`src/pli_defs.svh`:
```
// offsets, fields, reset values and timing figures of the led indicator block
// assumes a 250 MHz system clock; included by the package, the stretcher and the controller
`ifndef PLI_DEFS_SVH
`define PLI_DEFS_SVH
`define PLI_ADDR_W          12
`define PLI_CTRL_OFF        12'h000
`define PLI_STATUS_OFF      12'h004
`define PLI_CTRL_RESET      16'h3422
`define PLI_FIRST_HI        11
`define PLI_FIRST_LO        8
`define PLI_SECOND_HI       7
`define PLI_SECOND_LO       4
`define PLI_SEL_HI          3
`define PLI_SEL_LO          2
`define PLI_STRETCH_BIT     1
`define PLI_CODE_TX         4'h1
`define PLI_CODE_RX         4'h2
`define PLI_CODE_COL        4'h3
`define PLI_CODE_LINK       4'h4
`define PLI_CODE_DUPLEX     4'h5
`define PLI_CODE_TXRX       4'h7
`define PLI_CODE_ON         4'h8
`define PLI_CODE_OFF        4'h9
`define PLI_CODE_FAST       4'hA
`define PLI_CODE_SLOW       4'hB
`define PLI_CODE_LINK_RX    4'hC
`define PLI_CODE_LINK_TXRX  4'hD
`define PLI_CODE_DUP_COL    4'hE
`define PLI_SEL_NORMAL      2'h0
`define PLI_SEL_MEDIUM      2'h1
`define PLI_SEL_LONG        2'h2
`define PLI_CLK_KHZ         250000
`define PLI_NORMAL_MS       40
`define PLI_MEDIUM_MS       70
`define PLI_LONG_MS         140
`define PLI_SLOW_HALF_MS    500
`define PLI_FAST_HALF_MS    125
`define PLI_SETTLE_CYCLES   5'h10
`define PLI_CNT_W           27
`define PLI_RESP_OKAY       2'h0
`define PLI_RESP_SLVERR     2'h2
`endif

```
`src/pli_pkg.sv`:
```
// types shared by the led indicator modules
// assumes nothing beyond the defines header
`include "pli_defs.svh"
package pli_pkg;
    typedef enum logic {PLI_DETECT, PLI_RUN} pli_state_t;
    typedef logic [`PLI_CNT_W-1:0] pli_count_t;
endpackage

```
`src/pli_stretch_if.sv`:
```
// link between an indicator and its activity stretcher
// assumes both ends run on sys_clk
`timescale 1ns/1ps
interface pli_stretch_if;
    logic       evt;
    logic       stretchOn;
    logic [1:0] timeSel;
    logic       active;
    modport drv (output evt, output stretchOn, output timeSel, input active);
    modport str (input evt, input stretchOn, input timeSel, output active);
endinterface

```
`src/pli_stretch.sv`:
```
// activity pulse stretcher for one indicator
// assumes events are synchronous to sys_clk; counts come from the top
`timescale 1ns/1ps
`include "pli_defs.svh"
module pli_stretch
    import pli_pkg::*;
#(
    parameter pli_count_t NORMAL_CYCLES = pli_count_t'(10000000),
    parameter pli_count_t MEDIUM_CYCLES = pli_count_t'(17500000),
    parameter pli_count_t LONG_CYCLES   = pli_count_t'(35000000)
) (
    // clock and reset
    input wire logic   sys_clk,
    input wire logic   rst_n,
    // indicator side
    pli_stretch_if.str port
);
    pli_count_t remain;
    pli_count_t dur;
    pli_count_t next_remain;

    // reserved select falls back to the normal length
    always_comb begin
        dur = NORMAL_CYCLES;
        if (port.timeSel == `PLI_SEL_MEDIUM) begin
            dur = MEDIUM_CYCLES;
        end else if (port.timeSel == `PLI_SEL_LONG) begin
            dur = LONG_CYCLES;
        end
        next_remain = '0;
        if (port.evt && port.stretchOn) begin
            next_remain = dur; // RQ1
        end else if (port.stretchOn && remain != '0) begin
            next_remain = remain - pli_count_t'(1);
        end
    end

    // a new event restarts the window rather than adding to it
    always_ff @(posedge sys_clk or negedge rst_n) begin
        if (!rst_n) begin
            remain      <= '0;
            port.active <= 1'b0;
        end else begin
            remain      <= next_remain;
            port.active <= port.evt | (next_remain != '0); // RQ1
        end
    end

    a_stretch_hold: assert property (@(posedge sys_clk) disable iff (!rst_n) // RQ1
        (port.evt && port.stretchOn && NORMAL_CYCLES >= pli_count_t'(8))
        ##1 (port.stretchOn && port.timeSel == `PLI_SEL_NORMAL)[*8]
        |-> $past(port.active, 1) && $past(port.active, 7))
        else $error("stretched pulse ended early");
    a_plain_follow: assert property (@(posedge sys_clk) disable iff (!rst_n) // RQ6
        !port.stretchOn |=> port.active == $past(port.evt))
        else $error("unstretched pulse does not follow event");
endmodule

```
`src/pli_led_ctrl.sv`:
```
// led indicator controller with axi4-lite register access
// assumes activity inputs come from logic on sys_clk; led pins are external
//
// Functional notes
// (RQ1) three stretch lengths, normal medium long, lengthen stretchable events
// (RQ2) code 1110 shows duplex overlaid by always-stretched collision activity
// (RQ3) code 1101 shows link with tx and rx activity, always stretched
// (RQ4) code 1100 shows link with rx activity, always stretched
// (RQ5) 1011 slow blink, 1010 fast blink, 1001 off, 1000 on
// (RQ6) code 0111 shows tx or rx activity, stretched only when enabled
// (RQ7) code 0101 shows duplex status; 0110 is reserved
// (RQ8) code 0100 lights the indicator while the link is up
// (RQ9) code 0011 shows collision activity, stretched only when enabled
// (RQ10) code 0010 shows rx activity, stretched only when enabled
// (RQ11) code 0001 shows tx activity, stretched only when enabled
// (RQ12) software never programs code 1111 into either field
// (RQ13) second indicator field in bits 7..4 uses the same codes
// (RQ14) after reset each pin's led wiring is sensed and drive matches it
// (RQ15) wiring sensed once per reset; later changes are ignored
// (RQ16) sinking led on second pin sets full duplex bit, sourcing clears
// (RQ17) reset: first code link, second rx, stretch time 00, stretch on
// (RQ18) reserved bits writable; blink rates from fixed clock dividers
//
// Register access over AXI4-Lite and the address map were decided locally.
`timescale 1ns/1ps
`include "pli_defs.svh"
module pli_led_ctrl
    import pli_pkg::*;
#(
    parameter pli_count_t NORMAL_CYCLES = pli_count_t'(`PLI_NORMAL_MS * `PLI_CLK_KHZ),
    parameter pli_count_t MEDIUM_CYCLES = pli_count_t'(`PLI_MEDIUM_MS * `PLI_CLK_KHZ),
    parameter pli_count_t LONG_CYCLES   = pli_count_t'(`PLI_LONG_MS * `PLI_CLK_KHZ),
    parameter pli_count_t SLOW_CYCLES   = pli_count_t'(`PLI_SLOW_HALF_MS * `PLI_CLK_KHZ),
    parameter pli_count_t FAST_CYCLES   = pli_count_t'(`PLI_FAST_HALF_MS * `PLI_CLK_KHZ)
) (
    // clock and reset
    input  wire logic                   sys_clk,
    input  wire logic                   rst_n,
    // axi4-lite write
    input  wire logic [`PLI_ADDR_W-1:0] awaddr,
    input  wire logic                   awvalid,
    output logic                        awready,
    input  wire logic [31:0]            wdata,
    input  wire logic [3:0]             wstrb,
    input  wire logic                   wvalid,
    output logic                        wready,
    output logic [1:0]                  bresp,
    output logic                        bvalid,
    input  wire logic                   bready,
    // axi4-lite read
    input  wire logic [`PLI_ADDR_W-1:0] araddr,
    input  wire logic                   arvalid,
    output logic                        arready,
    output logic [31:0]                 rdata,
    output logic [1:0]                  rresp,
    output logic                        rvalid,
    input  wire logic                   rready,
    // phy status and activity
    input  wire logic                   linkUp,
    input  wire logic                   duplexFull,
    input  wire logic                   txActivity,
    input  wire logic                   rxActivity,
    input  wire logic                   collision,
    // led pins
    input  wire logic [1:0]             ledIn,
    output logic [1:0]                  ledOut,
    output logic [1:0]                  ledOe,
    // duplex default for the phy
    output logic                        phyFullDuplexBit
);

    ////////////////////////////////////////////////////////////////////////
    // decode helpers

    function automatic logic regHit(input logic [`PLI_ADDR_W-1:0] a,
                                    input logic [`PLI_ADDR_W-1:0] off);
        regHit = (a[`PLI_ADDR_W-1:2] == off[`PLI_ADDR_W-1:2]);
    endfunction

    // both fields share one decoder
    function automatic logic [3:0] codeOf(input logic [15:0] c, input int idx);
        codeOf = (idx == 0) ? c[`PLI_FIRST_HI:`PLI_FIRST_LO]
                            : c[`PLI_SECOND_HI:`PLI_SECOND_LO]; // RQ13
    endfunction

    function automatic logic pickEvent(input logic [3:0] code,
                                       input logic tx, input logic rx,
                                       input logic col);
        case (code)
            `PLI_CODE_TX:        pickEvent = tx;      // RQ11
            `PLI_CODE_RX:        pickEvent = rx;      // RQ10
            `PLI_CODE_COL:       pickEvent = col;     // RQ9
            `PLI_CODE_TXRX:      pickEvent = tx | rx; // RQ6
            `PLI_CODE_LINK_RX:   pickEvent = rx;      // RQ4
            `PLI_CODE_LINK_TXRX: pickEvent = tx | rx; // RQ3
            `PLI_CODE_DUP_COL:   pickEvent = col;     // RQ2
            default:             pickEvent = 1'b0;
        endcase
    endfunction

    function automatic logic alwaysStretch(input logic [3:0] code);
        alwaysStretch = (code == `PLI_CODE_LINK_RX) || (code == `PLI_CODE_LINK_TXRX)
                     || (code == `PLI_CODE_DUP_COL); // RQ2 RQ3 RQ4
    endfunction

    // activity inverts the steady level, so a lit led blinks dark and a dark one blinks lit
    function automatic logic litOf(input logic [3:0] code, input logic act,
                                   input logic link, input logic dup,
                                   input logic slow, input logic fast);
        case (code)
            `PLI_CODE_TX, `PLI_CODE_RX, `PLI_CODE_COL,
            `PLI_CODE_TXRX:      litOf = act;
            `PLI_CODE_LINK:      litOf = link;       // RQ8
            `PLI_CODE_DUPLEX:    litOf = dup;        // RQ7
            `PLI_CODE_ON:        litOf = 1'b1;       // RQ5
            `PLI_CODE_OFF:       litOf = 1'b0;       // RQ5
            `PLI_CODE_FAST:      litOf = fast;       // RQ5
            `PLI_CODE_SLOW:      litOf = slow;       // RQ5
            `PLI_CODE_LINK_RX,
            `PLI_CODE_LINK_TXRX: litOf = link ^ act; // RQ3 RQ4
            `PLI_CODE_DUP_COL:   litOf = dup ^ act;  // RQ2
            default:             litOf = 1'b0;       // reserved codes stay dark
        endcase
    endfunction

    ////////////////////////////////////////////////////////////////////////
    // register bus slave

    logic [15:0]            ctrl;
    logic                   awHeld;
    logic                   wHeld;
    logic [`PLI_ADDR_W-1:0] awAddrReg;
    logic [15:0]            wDataReg;
    logic [1:0]             wStrbReg;
    logic                   doWrite;
    logic                   next_awHeld;
    logic                   next_wHeld;
    logic                   next_bvalid;
    pli_state_t             state;
    logic [1:0]             polSink;
    logic [31:0]            statusWord;

    // address and data may come in either order
    always_comb begin
        doWrite     = awHeld & wHeld & ~bvalid;
        next_awHeld = ~doWrite & (awHeld | (awvalid & awready));
        next_wHeld  = ~doWrite & (wHeld | (wvalid & wready));
        next_bvalid = doWrite | (bvalid & ~bready);
    end

    // write side: one transaction in flight
    always_ff @(posedge sys_clk or negedge rst_n) begin
        if (!rst_n) begin
            awHeld    <= 1'b0;
            wHeld     <= 1'b0;
            awready   <= 1'b1;
            wready    <= 1'b1;
            bvalid    <= 1'b0;
            bresp     <= `PLI_RESP_OKAY;
            awAddrReg <= '0;
            wDataReg  <= 16'h0000;
            wStrbReg  <= 2'h0;
        end else begin
            awHeld  <= next_awHeld;
            wHeld   <= next_wHeld;
            awready <= ~next_awHeld & ~next_bvalid;
            wready  <= ~next_wHeld & ~next_bvalid;
            bvalid  <= next_bvalid;
            if (awvalid && awready) begin
                awAddrReg <= awaddr;
            end
            if (wvalid && wready) begin
                wDataReg <= wdata[15:0];
                wStrbReg <= wstrb[1:0];
            end
            if (doWrite) begin
                bresp <= (regHit(awAddrReg, `PLI_CTRL_OFF) ||
                          regHit(awAddrReg, `PLI_STATUS_OFF)) ? `PLI_RESP_OKAY
                                                              : `PLI_RESP_SLVERR;
            end
        end
    end

    // control word; all sixteen bits are writable, reserved ones included
    always_ff @(posedge sys_clk or negedge rst_n) begin
        if (!rst_n) begin
            ctrl <= `PLI_CTRL_RESET; // RQ17
        end else if (doWrite && regHit(awAddrReg, `PLI_CTRL_OFF)) begin
            if (wStrbReg[0]) begin
                ctrl[7:0] <= wDataReg[7:0]; // RQ18
            end
            if (wStrbReg[1]) begin
                ctrl[15:8] <= wDataReg[15:8]; // RQ18
            end
        end
    end

    // status shows live inputs, sensed wiring and what each led shows
    assign statusWord = {24'h000000, phyFullDuplexBit, state == PLI_RUN, polSink,
                         ledOut ^ polSink, duplexFull, linkUp};

    // read side answers one cycle after the address is taken
    always_ff @(posedge sys_clk or negedge rst_n) begin
        if (!rst_n) begin
            arready <= 1'b1;
            rvalid  <= 1'b0;
            rdata   <= 32'h00000000;
            rresp   <= `PLI_RESP_OKAY;
        end else if (arvalid && arready) begin
            arready <= 1'b0;
            rvalid  <= 1'b1;
            rresp   <= `PLI_RESP_OKAY;
            rdata   <= 32'h00000000;
            if (regHit(araddr, `PLI_CTRL_OFF)) begin
                rdata <= {16'h0000, ctrl};
            end else if (regHit(araddr, `PLI_STATUS_OFF)) begin
                rdata <= statusWord;
            end else begin
                rresp <= `PLI_RESP_SLVERR;
            end
        end else if (rvalid && rready) begin
            rvalid  <= 1'b0;
            arready <= 1'b1;
        end
    end

    ////////////////////////////////////////////////////////////////////////
    // led wiring detection

    logic [1:0] pinMeta;
    logic [1:0] pinSync;
    logic [4:0] settleCnt;

    // pins are undriven during detection, so they float to the led's rail
    always_ff @(posedge sys_clk or negedge rst_n) begin
        if (!rst_n) begin
            pinMeta <= 2'h0;
            pinSync <= 2'h0;
        end else begin
            pinMeta <= ledIn;
            pinSync <= pinMeta;
        end
    end

    // sensed once per reset; a rewired led is only seen after the next one
    always_ff @(posedge sys_clk or negedge rst_n) begin
        if (!rst_n) begin
            state            <= PLI_DETECT;
            settleCnt        <= 5'h00;
            polSink          <= 2'h0;
            phyFullDuplexBit <= 1'b0;
        end else begin
            case (state)
                PLI_DETECT: begin
                    settleCnt <= settleCnt + 5'h01;
                    if (settleCnt == `PLI_SETTLE_CYCLES - 5'h01) begin
                        polSink          <= pinSync;    // RQ14
                        phyFullDuplexBit <= pinSync[1]; // RQ16
                        state            <= PLI_RUN;
                    end
                end
                PLI_RUN: begin
                    state <= PLI_RUN; // RQ15
                end
                default: begin
                    state <= PLI_DETECT;
                end
            endcase
        end
    end

    ////////////////////////////////////////////////////////////////////////
    // blink dividers

    logic [1:0] blinkPhase;

    generate
        for (genvar b = 0; b < 2; b++) begin : g_blink
            localparam pli_count_t HALF = (b == 0) ? SLOW_CYCLES : FAST_CYCLES;
            pli_count_t cnt;
            logic       phase;
            // free running so both indicators blink in step
            always_ff @(posedge sys_clk or negedge rst_n) begin
                if (!rst_n) begin
                    cnt   <= '0;
                    phase <= 1'b0;
                end else if (cnt == HALF - pli_count_t'(1)) begin
                    cnt   <= '0;
                    phase <= ~phase; // RQ18
                end else begin
                    cnt <= cnt + pli_count_t'(1);
                end
            end
            assign blinkPhase[b] = phase;
        end
    endgenerate

    ////////////////////////////////////////////////////////////////////////
    // indicators

    pli_stretch_if sif [2] ();
    logic [1:0]    litNow;

    generate
        for (genvar i = 0; i < 2; i++) begin : g_ind
            assign sif[i].evt       = pickEvent(codeOf(ctrl, i), txActivity,
                                                rxActivity, collision);
            assign sif[i].stretchOn = alwaysStretch(codeOf(ctrl, i))
                                    | ctrl[`PLI_STRETCH_BIT]; // RQ6 RQ9
            assign sif[i].timeSel   = ctrl[`PLI_SEL_HI:`PLI_SEL_LO];
            assign litNow[i]        = litOf(codeOf(ctrl, i), sif[i].active, linkUp,
                                            duplexFull, blinkPhase[0], blinkPhase[1]);
            pli_stretch #(
                .NORMAL_CYCLES (NORMAL_CYCLES),
                .MEDIUM_CYCLES (MEDIUM_CYCLES),
                .LONG_CYCLES   (LONG_CYCLES)
            ) u_stretch (
                .sys_clk (sys_clk),
                .rst_n   (rst_n),
                .port    (sif[i])
            );
        end
    endgenerate

    // a sinking led lights on a low drive; pins stay released until sensed
    always_ff @(posedge sys_clk or negedge rst_n) begin
        if (!rst_n) begin
            ledOut <= 2'h0;
            ledOe  <= 2'h0;
        end else if (state == PLI_RUN) begin
            ledOut <= litNow ^ polSink; // RQ14
            ledOe  <= 2'h3;
        end
    end

    ////////////////////////////////////////////////////////////////////////
    // checks

    a_detect_latch: assert property (@(posedge sys_clk) disable iff (!rst_n) // RQ14
        $rose(state == PLI_RUN) |-> polSink == $past(pinSync) && ledOe == 2'h0)
        else $error("wiring not taken from the pins");
    a_polarity_frozen: assert property (@(posedge sys_clk) disable iff (!rst_n) // RQ15
        state == PLI_RUN && $past(state == PLI_RUN) |-> $stable(polSink))
        else $error("polarity changed while running");
    a_duplex_strap: assert property (@(posedge sys_clk) disable iff (!rst_n) // RQ16
        state == PLI_RUN |-> phyFullDuplexBit == polSink[1])
        else $error("duplex bit disagrees with second pin wiring");
    a_link_show: assert property (@(posedge sys_clk) disable iff (!rst_n) // RQ8
        $past(state == PLI_RUN) && $past(codeOf(ctrl, 0)) == `PLI_CODE_LINK
        |-> ledOut[0] == ($past(linkUp) ^ polSink[0]))
        else $error("link code does not follow link");
    a_off_code: assert property (@(posedge sys_clk) disable iff (!rst_n) // RQ5
        $past(state == PLI_RUN) && $past(codeOf(ctrl, 0)) == `PLI_CODE_OFF
        |-> ledOut[0] == polSink[0])
        else $error("off code lit the led");
    a_on_code: assert property (@(posedge sys_clk) disable iff (!rst_n) // RQ13
        $past(state == PLI_RUN) && $past(codeOf(ctrl, 1)) == `PLI_CODE_ON
        |-> ledOut[1] == ~polSink[1])
        else $error("on code left second led dark");
    a_tx_plain: assert property (@(posedge sys_clk) disable iff (!rst_n) // RQ11
        $past(state == PLI_RUN, 2) && $past(codeOf(ctrl, 0), 2) == `PLI_CODE_TX
        && $past(codeOf(ctrl, 0)) == `PLI_CODE_TX && !$past(ctrl[`PLI_STRETCH_BIT], 2)
        |-> ledOut[0] == ($past(txActivity, 2) ^ polSink[0]))
        else $error("tx activity not shown two cycles later");
    a_forced_stretch: assert property (@(posedge sys_clk) disable iff (!rst_n) // RQ3
        (rxActivity && codeOf(ctrl, 1) == `PLI_CODE_LINK_TXRX && !ctrl[`PLI_STRETCH_BIT])
        ##1 (!rxActivity && !txActivity && codeOf(ctrl, 1) == `PLI_CODE_LINK_TXRX)
        |=> sif[1].active)
        else $error("link activity not stretched");
    a_dup_col: assert property (@(posedge sys_clk) disable iff (!rst_n) // RQ2
        (collision && codeOf(ctrl, 0) == `PLI_CODE_DUP_COL && !ctrl[`PLI_STRETCH_BIT])
        ##1 (!collision && codeOf(ctrl, 0) == `PLI_CODE_DUP_COL)
        |=> sif[0].active)
        else $error("collision overlay not stretched");
    a_write_ctrl: assert property (@(posedge sys_clk) disable iff (!rst_n) // RQ18
        doWrite && regHit(awAddrReg, `PLI_CTRL_OFF) && wStrbReg == 2'h3
        |=> ctrl == $past(wDataReg) && bvalid)
        else $error("control write lost");
endmodule

```
`config.mk`:
```
export PLATFORM = sky130hd
export DESIGN_NAME = pli_led_ctrl
export DESIGN_NICKNAME = d
export VERILOG_FILES = /design/src/pli_pkg.sv /design/src/pli_stretch_if.sv /design/src/pli_stretch.sv /design/src/pli_led_ctrl.sv
export VERILOG_INCLUDE_DIRS = /design/src /design/src/src
export SDC_FILE = /design/constraint.sdc
export NUM_CORES = 1
export LEC_CHECK = 0
export BUFFER_PORTS_ARGS = -buffer_cell sky130_fd_sc_hd__buf_2
export CELL_PAD_IN_SITES_DETAIL_PLACEMENT = 1
export CELL_PAD_IN_SITES_GLOBAL_PLACEMENT = 2
export CORE_MARGIN = 3
export CORE_UTILIZATION = 38
export CTS_BUF_LIST = sky130_fd_sc_hd__clkbuf_4 sky130_fd_sc_hd__clkbuf_8 sky130_fd_sc_hd__clkbuf_16
export DETAILED_ROUTE_END_ITERATION = 8
export GPL_ROUTABILITY_DRIVEN = 0
export PLACE_DENSITY_LB_ADDON = 0.1
export SKIP_CTS_REPAIR_TIMING = 1
export SYNTH_ARGS = -nofsm -noshare
export SYNTH_HDL_FRONTEND = slang
export SYNTH_SLANG_ARGS = --single-unit
```
`constraint.sdc`:
```
create_clock -name sys_clk -period 3.59 [get_ports sys_clk]
set_clock_uncertainty 0.1 [all_clocks]
set_input_delay 1.077 -clock sys_clk [delete_from_list [all_inputs] [get_ports sys_clk]]
set_output_delay 1.077 -clock sys_clk [all_outputs]
set_load 0.01 [all_outputs]
```
== Word level (Yosys, flattened, before mapping) ==
Index checks and enable logic that the tools add are counted.

* Register bits after elaboration: 217
* Bits in latches: 0
* Memory bits (writable): 0
* Memory bits (read-only): 0
* Bits of input ports: 74
* Output and inout port bits: 46
* Logic and storage cells: 156
* Memories kept: 0

* $add $sub $neg: 5
* Multipliers: 0
* Divide/modulo/power cells: 0
* Magnitude comparators: 0
* Equality and inequality tests: 31
* Shift operators: 0
* Muxes and demuxes: 23
* Bitwise operators: 32
* Reductions and logical operators: 34

{| class="wikitable"
|+ Operator list
! operator !! number
|-
| 27-bit 2-to-1 mux || 6
|-
| 27-bit nonzero test || 4
|-
| 27-bit by 1-bit adder with 27-bit output (second input constant) || 2
|-
| 27-bit by 1-bit subtractor with 27-bit output (second input constant) || 2
|-
| 26-bit 2-to-1 mux || 2
|-
| 4-bit equality test (second input constant) || 12
|-
| 27-bit by 25-bit equality test with 1-bit output (second input constant) || 1
|-
| 27-bit equality test (second input constant) || 1
|-
| 4-bit by 3-bit equality test with 1-bit output (second input constant) || 6
|-
| 10-bit by 1-bit equality test with 1-bit output (second input constant) || 2
|-
| 10-bit zero test || 2
|-
| 4-bit by 2-bit equality test with 1-bit output (second input constant) || 4
|-
| 16-bit 2-to-1 mux || 1
|-
| 1-bit one-hot mux with 8 select lines || 2
|-
| 2-bit OR reduction || 8
|-
| 1-bit AND || 9
|-
| 1-bit logical AND || 9
|-
| 1-bit NOT || 9
|-
| 4-bit by 1-bit equality test with 1-bit output (second input constant) || 2
|-
| 8-bit 2-to-1 mux || 1
|-
| 1-bit bitwise OR || 8
|-
| 1-bit one-hot mux with 4 select lines || 2
|-
| 4-bit OR reduction || 2
|-
| 2-bit 2-to-1 mux || 3
|-
| 11 further kinds || 25
|}

== Logic depth before layout (Yosys ltp) ==
Gate-level depths: netlist of the first run.

* Depth after elaboration: 9
* Gate-level depth with buffers: 10
* Depth with buffers taken out: 9

== By module ==
A second synthesis of the first run with hierarchy kept.

* Cells, all modules: 915
* Area total of the unflattened synthesis: 9885.7 µm²

{| class="wikitable"
|+ By module, submodules not included
! module !! times used !! cells an instance !! area an instance (µm²) !! sequential area each (µm²)
|-
| pli_led_ctrl || 1 || 561 || 6449.9 || 3513.4
|-
| pli_stretch at g_ind[1].u_stretch || 1 || 177 || 1731.7 || 700.7
|-
| pli_stretch at g_ind[0].u_stretch || 1 || 177 || 1704.1 || 700.7
|}

== Least setup slack after synthesis of the first run ==
OpenSTA, ideal clock, no wires.

* Path type: input -> register
* Start point: input port txActivity
* End point: register g_ind[1].u_stretch.port.active
* Arrival: 3.052 ns
* Path slack: 0.300 ns
* Stages: 8
* Path through: or4bb_1 a31oi_1 a311o_1 nand3b_1 buf_4 a31oi_1 or3_1 or4_1

* Cells in the longest elaborated chain, start to end: 6

{| class="wikitable"
|+ Ends and longest elaborated chain
! what !! RTL line !! text
|-
| from (decl) || pli_led_ctrl.sv:61 || <nowiki>input wire logic txActivity,</nowiki>
|-
| 1-bit bitwise OR || pli_led_ctrl.sv:93, pli_led_ctrl.sv:95 ||
|-
| 1-bit one-hot mux with 4 select lines * || pli_led_ctrl.sv:89 || <nowiki>case (code)</nowiki>
|-
| 1-bit logical AND || pli_stretch.sv:31 || <nowiki>if (port.evt && port.stretchOn) begin</nowiki>
|-
| 27-bit 2-to-1 mux || pli_stretch.sv:31 ||
|-
| 27-bit nonzero test || pli_stretch.sv:45 || <nowiki>port.active <= port.evt | (next_remain != '0);</nowiki>
|-
| 1-bit bitwise OR * || pli_stretch.sv:45 ||
|-
| to (signal assigned) || pli_stretch.sv:45 ||
|-
| to (decl) || pli_stretch_if.sv:10 || <nowiki>modport str (input evt, input stretchOn, input timeSel, output active);</nowiki>
|}

Every way passes the cells marked *; elsewhere a longest branch is shown, timed or not.
A chain may end at the register's enable or synchronous reset.

== Worst setup path after layout of the first run ==
* Start point: register g_ind[1].u_stretch.remain[0]
* End point: register g_ind[1].u_stretch.port.active

* Cells in the longest elaborated chain, start to end: 6

{| class="wikitable"
|+ Ends and longest elaborated chain
! what !! RTL line !! text
|-
| from (decl) || pli_stretch.sv:18 || <nowiki>pli_count_t remain;</nowiki>
|-
| from (signal assigned) || pli_stretch.sv:44 || <nowiki>remain <= next_remain;</nowiki>
|-
| parallel branches: the longest is 2 deep, another holds 27-bit by 1-bit subtractor with 27-bit output || -- ||
|-
| 27-bit 2-to-1 mux * || pli_stretch.sv:33 || <nowiki>end else if (port.stretchOn && remain != '0) begin</nowiki>
|-
| 27-bit 2-to-1 mux * || pli_stretch.sv:31 ||
|-
| net g_ind[1].u_stretch.next_remain[24] || pli_stretch.sv:20 || <nowiki>pli_count_t next_remain;</nowiki>
|-
| 27-bit nonzero test * || pli_stretch.sv:45 ||
|-
| 1-bit bitwise OR * || pli_stretch.sv:45 ||
|}

Mark *: on every way through the listed nets, which the timed path passes.

==> results of run 1 <==
[stage by stage]
step	power [W]	area, um^2	setup WS (ps)	utilization (%)
5_1_grt	0.005263	10810	147.9	44.44
3_3_place_gp	0.003078	10190	149.1	41.90
2_1_floorplan	0.002911	9492	299.7	-
6_report	0.005018	10810	361.9	44.44
3_5_place_dp	0.003116	10190	107.0	41.90
4_1_cts	0.005098	10800	331.5	44.42
[layout make-up]
class / instances / area share, %
Antenna cell: 2 / 0.04631
Clock buffer: 18 / 4.064
Clock inverter: 14 / 1.586
Inverter: 13 / 0.4515
Multi-Input combinational cell: 639 / 39.54
Sequential cell: 196 / 45.48
Tap cell: 324 / 3.751
Timing Repair Buffer: 95 / 5.083
[logic make-up (layout without fill, tap and decap cells)]
group                      count (synthesis)  after routing  share of synthesized area (%)
muxes                                     62             62                          7.246
xor gates and xnor gates                 108            108                          10.03
buffers and inverters                     60            140                          3.344
adders and majority gates                 12             12                          1.566
AOI/OAI and AO/OA                        101            101                          7.127
other                                      1             20                        0.03978
and+or+nand+nor                          338            338                          18.51
DFF                                      196            196                          52.13
[routing by layer]
metal / routed length [um] / vias to the layer above / global-route usage [%] / share of wire [%]
met5: 49 / - / 0 / 0.21
met4: 181 / 10 / 3.306 / 0.77
met3: 940 / 20 / 4.464 / 4.0
met2: 11340 / 99 / 30.49 / 48
met1: 11030 / 3460 / 24.47 / 47
li1: - / 3221 / - / -
[cell usage after synthesis, types with 9 or more instances]
library cell  instances  share of area (%)
or4_1                10               0.80
nand2b_1              9               0.60
xor2_1               46                4.3
inv_1                13               0.52
o22ai_1               9               0.60
and3_1               14               0.93
nand2_1              70                2.8
nor3_1               27                1.4
dfrtp_1             188                 50
nor2_1               88                3.5
ha_1                 11                1.5
o21ai_0              26                1.4
nand3_1              34                1.8
buf_4                20                1.6
mux2_2               50                6.0
mux2i_1              12                1.3
nor4b_1              10               0.93
nor4_1               21                1.4
nand4_1              11               0.73
clkbuf_1             20               0.80
a21oi_1              17               0.90
xnor2_1              62                5.8
o31ai_1              11               0.88
[registers in the layout, summed over array words and instances (netlist names), 2 cells and up]
signal	count
settleCnt	5
ledOut	2
pinMeta	2
rdata	16
awAddrReg	10
wStrbReg	2
g_blink.cnt	54
wDataReg	16
pinSync	2
g_blink.phase	2
g_ind.u_stretch.port.active	2
ctrl	16
g_ind.u_stretch.remain	54
[final timing paths]
path | end | from | slack (ps) | cells after the start
hold / removal | pinSync[0]$_DFF_PN0_ | pinMeta[0]$_DFF_PN0_ | 260 | 0
setup / recovery | g_ind[1].u_stretch.port.active$_DFF_PN0_ | g_ind[1].u_stretch.remain[0]$_DFF_PN0_ | 360 | 9
setup reg to reg | g_ind[1].u_stretch.port.active$_DFF_PN0_ | g_ind[1].u_stretch.remain[0]$_DFF_PN0_ | 360 | 9
hold reg to reg | pinSync[0]$_DFF_PN0_ | pinMeta[0]$_DFF_PN0_ | 260 | 0
max in group asynchronous | g_blink[0].cnt[15]$_DFF_PN0_ | rst_n | 2050 | 2
min in group asynchronous | g_blink[1].cnt[13]$_DFF_PN0_ | rst_n | 510 | 1
[power by group]
part           internal [W]  leakage [nW]  switching (W)  total, W
Combinational      0.000262          2.33       0.000237  0.000499
Clock              0.000971         0.294       0.000989   0.00196
Sequential          0.00243          2.57       0.000130   0.00256
[worst register-to-register path, delay by kind of cell, from the launching register on]
| kind | cells | cell delay, ps |
|---|---|---|
| DFF | 1 | 430 |
| adders and majority gates | 1 | 150 |
| AOI/OAI and AO/OA | 1 | 150 |
| and+or+nand+nor | 5 | 1830 |
| buffers and inverters | 2 | 410 |
==> flow_summary.ini, run 1 <==
[run_status]
status = finished clean

[detailed_routing]
num_vias = 6810
detailedRoute.firstPassIterationCount = 4
wl_per_cell_um = 18.09
remaining_drc_errors = 0
drt_iter0_markers = 303
wirelength_um = 23540
via_per_inst = 5.234
ant_nets = 0

[global_routing]
track_usage_pct = 18.26
grt_max_degree = 62
grt_overflow_total = 0
grt_pass1_wl_um = 39120
grt_pass1_vias = 7452
antenna_found_initial = 7

[yosys]
synth-seq-cells = 196
syn-mean-instance-area_um2 = 10.74
syn-instance-count = 878
async_reset_ff_share_pct = 100.0
yosys.cell_types.count = 66
synth_edf_count = 0
synth_area_mm2 = 0.009428
synth_ff_type = dfrtp_1
ys_warn_count = 0
ys_seq_area_share_pct = 52.13

[worst_setup_path]
critical_path_class = reg2reg
critical_path_required_ps = 3780
critPathCaptureType = register
path_max_fanout = 18
start_kind = register
path_cells = inv_1 -> ha_1 -> or4b_1 -> nor4_2 -> nand2b_1 -> nand3b_1 -> buf_4 -> o21ai_0 -> or4_1
slowest_delay_ps = 560
arrival_ps = 3420
cpLargestDelayFamily = simple AND/OR/NAND/NOR gates
timing.critical_path.buf_inv = 2
crit_slowest_cell = or4_1

[sta]
setup_viol = 0
finalMaxSlewViolations = 0
finalCritPeriodShare_pct = 89.92
worst_pin_slew_ps = 852.9
tns_ps = 0
finalHoldViolations = 0
slew_headroom_pct = 42.61
rsz0062_at_grt = no
hold_ws_ps = 259.6
post-route-min-period_ps = 3228
fmax_mhz = 309.8

[layout]
fin_nets = 1047
num-fill-cells = 2670
area_growth_pct = 14.62
instances_no_fill = 1301
multiInputGateArea_mm2 = 0.004273
final_common_cell = dfrtp_1
drive_above_1_share_pct = 20.92
final_cell_mix = dfrtp_1, nor2_1, buf_2
register_area_mm2 = 0.004915

[die]
die_width_um = 163.5
die_h_um = 163.5
core_mm2 = 0.02432
rows = 57
die-area_mm2 = 0.02674
initial_core_util_pct = 38.77
io_pins = 120

[power]
power.density_mw_per_mm2 = 464.4
leakagePower_nw = 5.192
peakVddDrop_uv = 308.3

[cts]
clock_sinks = 196
path_clk_slew_ps = 80
cts_buffer_depth = 2
cts_buffers = 17
root_buffer = clkbuf_16
cts_tree = done
worstSkewPairLatency_ps = 440
htree_levels = 4

[place]
dp.cells = 1267
port_buffers = 79
hpwl_um = 17250

[flow_run]
maxCapViolCount = 0

[worst_hold_path]
hold_class = reg2reg
No activity file was read; power rests on OpenSTA's default activity.
==> run 2: changes to the inputs <==
- CORE_UTILIZATION: 38 -> 39
- CTS_BUF_LIST: sky130_fd_sc_hd__clkbuf_4 sky130_fd_sc_hd__clkbuf_8 sky130_fd_sc_hd__clkbuf_16 -> sky130_fd_sc_hd__clkbuf_2 sky130_fd_sc_hd__clkbuf_4 sky130_fd_sc_hd__clkbuf_8
==> flow_summary.ini, run 2 (synthesis gave the netlist of run 1 again) <==
[run_status]
status = finished clean

[cts]
cts_buffers = 17
worstSkewPairLatency_ps = 480
cts_buffer_depth = 2
clock_sinks = 196
root_buffer = clkbuf_8
path_clk_slew_ps = 120
cts_tree = done
htree_levels = 4

[worst_setup_path]
arrival_ps = 3480
path_max_fanout = 9
critical_path_required_ps = 3820
path_cells = inv_1 -> ha_1 -> or3b_2 -> or4_4 -> nor3_1 -> xnor2_1 -> nand4_1 -> o41ai_1 -> nand4b_1
slowest_delay_ps = 520
crit_slowest_cell = or4_4
rrSetupSlack_ps = 340
critical_path_class = reg2reg
timing.critical_path.buf_inv = 1
start_kind = register
cpLargestDelayFamily = simple AND/OR/NAND/NOR gates
critPathCaptureType = register

[detailed_routing]
ant_nets = 0
dr_wl_met3_um = 1079
wl_met2_um = 10950
remaining_drc_errors = 0
wl_per_cell_um = 17.91
detailedRoute.firstPassIterationCount = 4
wirelength_um = 23300
via_per_inst = 5.312
drt-met1-wl_um = 10950
drt_iter0_markers = 290
num_vias = 6911
highest_layer = met5

[global_routing]
antenna_found_initial = 6
grt_pass1_wl_um = 39230
grt_overflow_total = 0
grt_pass1_vias = 7430
track_usage_pct = 18.56
grt_max_degree = 76

[die]
rows = 56
initial_core_util_pct = 39.93
die_h_um = 161.5
die_width_um = 161.5
io_pins = 120
die-area_mm2 = 0.02608
core_mm2 = 0.02361

[place]
port_buffers = 79
hpwl_um = 17260

[layout]
area_growth_pct = 12.62
fin_nets = 1051
num-fill-cells = 2657
top_regs = g_blink.cnt x54, g_ind.u_stretch.remain x54
final_cell_mix = dfrtp_1, nor2_1, buf_2
fin_util_pct = 44.97
final_common_cell = dfrtp_1
drive_above_1_share_pct = 21.14

[sta]
fmax_mhz = 307.3
finalCritPeriodShare_pct = 90.64
worst_pin_slew_ps = 823.1
rsz0062_at_grt = no
post-route-min-period_ps = 3254
finalMaxSlewViolations = 0
setup_viol = 0
tns_ps = 0
slew_headroom_pct = 45.00
finalHoldViolations = 0

[power]
leakagePower_nw = 5.121
total_power_w = 0.004545
power.density_mw_per_mm2 = 428.0
peakVddDrop_uv = 213.3

[flow_run]
maxCapViolCount = 0

[worst_hold_path]
hold_class = reg2reg
run 2: cell count changes in the layout (fill, tap and decap cells not counted):
cell / change
nor3_1: +1
clkinvlp_4: -1
clkbuf_16: -17
clkbuf_8: +16
inv_6: -2
inv_8: +2
buf_4: +5
buf_12: -1
diode_2: +1
nor3_2: -1
clkinv_8: -1
clkinv_4: +3
run 2: metal layers:
| metal | up-vias | global-route usage, % |
|---|---|---|
| met2 | 122 | 29.93 |
| met4 | 8 | 4.537 |
| met1 | 3500 | 25.00 |
| met3 | 31 | 5.104 |
| met5 | - | 0 |
| li1 | 3250 | - |
run 2: worst reg2reg max path, stage by stage, from the launching register on:
cell	delay, ps
dfrtp_1	450
inv_1	110
ha_1	210
or3b_2	480
or4_4	520
nor3_1	270
xnor2_1	220
nand4_1	150
o41ai_1	450
nand4b_1	140
run 2: layout make-up:
class	instances	area (um^2)	share of cell area, %
clock inverters	15	178.9	1.685
multi-input cells	639	4268	40.20
inverters	13	48.80	0.4596
repair buffers	99	566.8	5.338
diodes	3	7.507	0.07070
flip-flops and latches	196	4915	46.29
well taps	319	399.1	3.759
clock buffers	17	234.0	2.204
run 2: worst paths after layout:
kind / startpoint / to / cells past startpoint
worst max-delay path: g_ind[0].u_stretch.remain[0]$_DFF_PN0_ / g_ind[0].u_stretch.port.active$_DFF_PN0_ / 9
worst min-delay path: pinMeta[1]$_DFF_PN0_ / pinSync[1]$_DFF_PN0_ / 0
worst max register to register: g_ind[0].u_stretch.remain[0]$_DFF_PN0_ / g_ind[0].u_stretch.port.active$_DFF_PN0_ / 9
worst min register to register: pinMeta[1]$_DFF_PN0_ / pinSync[1]$_DFF_PN0_ / 0
max in group asynchronous: rst_n / ctrl[5]$_DFFE_PN1P_ / 2
min in group asynchronous: rst_n / g_ind[1].u_stretch.remain[2]$_DFF_PN0_ / 1
run 2: through the flow:
stage	area (um^2)	std cells	worst slack (ps)	hold slack [ps]
2_1_floorplan	9492	895	299.7	231.2
3_3_place_gp	10200	1266	104.7	236.2
3_5_place_dp	10200	1266	87.08	237.8
4_1_cts	10610	1298	310.4	268.7
5_1_grt	10620	1300	112.5	279.9
6_report	10620	1301	335.9	264.0
run 2: report_power, final:
group | leakage, nW | switching (W) | total, W | internal [W]
combinational | 2.34 | 0.000237 | 0.000499 | 0.000262
clock | 0.208 | 0.000943 | 0.00149 | 0.000543
sequential | 2.57 | 0.000130 | 0.00256 | 0.00243
total | 5.12 | 0.00131 | 0.00454 | 0.00323
==> run 3: changes to the inputs <==
- CORE_UTILIZATION: 39 -> 40
- SYNTH_HIERARCHICAL: not set -> 1
==> flow_summary.ini, run 3 <==
[power]
power.density_mw_per_mm2 = 409.8
pwr-share-clk_pct = 31.9
seq_power_share_pct = 57.0
combPwrFrac_pct = 11.2
p_sw_w = 0.001240
peakVddDrop_uv = 215.4
internal-power_w = 0.003277
netSwitchingFraction_pct = 27.45
leakagePower_nw = 5.330

[yosys]
netlist_top_cells_count = dfrtp_1, nor2_1, nand2_1
syn-instance-count = 915
yosys.cell_types.count = 66
yosys.area.top_type = dfrtp_1
synth_edf_count = 0
synth_top_area_share_pct = 47.59
yosys-top-cells-area = dfrtp_1, mux2_2, xor2_1, xnor2_1, nor2_1
synth-seq-cells = 196
async_reset_ff_share_pct = 100.0
ys_seq_area_share_pct = 49.72
synth_area_mm2 = 0.009886
post-synth-top-count-cell = dfrtp_1
synth_ff_type = dfrtp_1
ys_warn_count = 6
syn-mean-instance-area_um2 = 10.80

[run_status]
status = finished clean

[global_routing]
antenna_found_initial = 0
track_usage_pct = 18.37
grt_pass1_wl_um = 39330
grt_pass1_vias = 7485
grt_max_degree = 74
grt_overflow_total = 0

[worst_setup_path]
critical_path_required_ps = 3810
arrival_ps = 3200
start_kind = register
critPathCaptureType = register
path_max_fanout = 11
critical_path_class = reg2reg
rrSetupSlack_ps = 610

[sta]
setup_viol = 0
tns_ps = 0
slew_headroom_pct = 51.84
finalHoldViolations = 0
finalCritPeriodShare_pct = 83.08
post-route-min-period_ps = 2983
worst_pin_slew_ps = 722.5
worst_slack_ps = 607.4
finalMaxSlewViolations = 0
rsz0062_at_grt = no
fmax_mhz = 335.3

[detailed_routing]
drt_iter0_markers = 331
detailedRoute.firstPassIterationCount = 4
wl_per_cell_um = 17.64
ant_nets = 0
remaining_drc_errors = 0
num_vias = 7083
via_per_inst = 5.310
wirelength_um = 23530

[die]
io_pins = 120
die-area_mm2 = 0.02664
core_mm2 = 0.02389
die_h_um = 163.2
initial_core_util_pct = 41.38
rows = 56
die_width_um = 163.2

[cts]
path_clk_slew_ps = 100
cts_buffers = 17
worstSkewPairLatency_ps = 480
htree_levels = 4
root_buffer = clkbuf_8
cts_tree = done
cts_buffer_depth = 2
clock_sinks = 196

[layout]
final_cell_mix = dfrtp_1, nor2_1, buf_2
final_common_cell = dfrtp_1
area_growth_pct = 11.51
top_regs = g_blink.cnt x54, g_ind.u_stretch/remain x54
fin_nets = 1090
fin_util_pct = 46.14
drive_above_1_share_pct = 22.56
design_area_mm2 = 0.01102
antennaDiodeCount = 0
instances_no_fill = 1334
num-fill-cells = 2665

[place]
hpwl_um = 17140
dp.cells = 1302
port_buffers = 79
placed_area_mm2 = 0.01063
pre_cts_slack_ps = 216.3

[worst_hold_path]
hold_class = reg2reg

[flow_run]
maxCapViolCount = 0
[run 3: cell count changes after synthesis, sizes merged, moves of 7 or more]
cell    change
nor2        -7
inv         +8
nand2b      -8
xnor2      -19
o21ai      +21
nand2      -10
nand4      +22
or4        -10
[run 3: path summary, 6_finish.rpt]
kind                                                             to                                   start  depth (start not counted)
setup reg to reg           g_ind[1].u_stretch/port.active$_DFF_PN0_  g_ind[1].u_stretch/remain[0]$_DFF_PN0_                          8
setup / recovery           g_ind[1].u_stretch/port.active$_DFF_PN0_  g_ind[1].u_stretch/remain[0]$_DFF_PN0_                          8
hold reg to reg                                pinSync[0]$_DFF_PN0_                    pinMeta[0]$_DFF_PN0_                          0
max in group asynchronous                      ctrl[10]$_DFFE_PN1P_                                   rst_n                          2
hold / removal                                 pinSync[0]$_DFF_PN0_                    pinMeta[0]$_DFF_PN0_                          0
min in group asynchronous                  settleCnt[0]$_DFFE_PN0N_                                   rst_n                          1
[run 3: critical path: stages, from the launching register on]
cell and delay, ps:
dfrtp_1 470, inv_1 130, ha_1 250, nor3b_2 490, nand4_2 410, o31ai_4 310, o211ai_1 180, o41ai_2 320
nand4_1 150
[run 3: layout make-up]
cell class                      count  area (um^2)  area share [%]
Clock inverter                     14        148.9           1.351
Sequential cell                   196         4915           44.59
Clock buffer                       18        241.5           2.191
Inverter                           21        78.83          0.7151
Timing Repair Buffer              101        594.3           5.392
Tap cell                          319        399.1           3.621
Multi-Input combinational cell    665         4646           42.15
[run 3: logic make-up after synthesis]
family | share of synthesized area [%]
AO/OA/AOI/OAI | 9.670
XOR/XNOR | 8.328
adder cells (fa/ha/maj) | 1.772
buffers and inverters | 3.936
flip-flops | 49.72
multiplexers | 6.354
other | 0.03793
AND/OR/NAND/NOR | 20.19
[run 3: through the flow]
step	power, W	hold WS (ps)
floorplan	0.002929	231.2
global placement	0.003116	236.4
detailed placement	0.003139	240.1
CTS	0.004600	258.5
global route	0.004778	280.8
finish	0.004518	267.0
[run 3: per-layer routing]
| metal | routed length (um) | vias up | track usage (%) |
|---|---|---|---|
| met1 | 12190 | 3553 | 27.25 |
| met4 | 165 | 0 | 4.075 |
| met5 | 0 | - | 0 |
| li1 | - | 3426 | - |
| met3 | 702 | 11 | 3.043 |
| met2 | 10470 | 93 | 28.36 |
[run 3: power by group through the flow]
stage	registers (W)	logic (W)	clock network, W
floorplan	0.00258	0.000347	0
global placement	0.00261	0.000503	0
detailed placement	0.00262	0.000518	0
CTS	0.00258	0.000518	0.00150
global route	0.00261	0.000570	0.00160
finish	0.00257	0.000504	0.00144
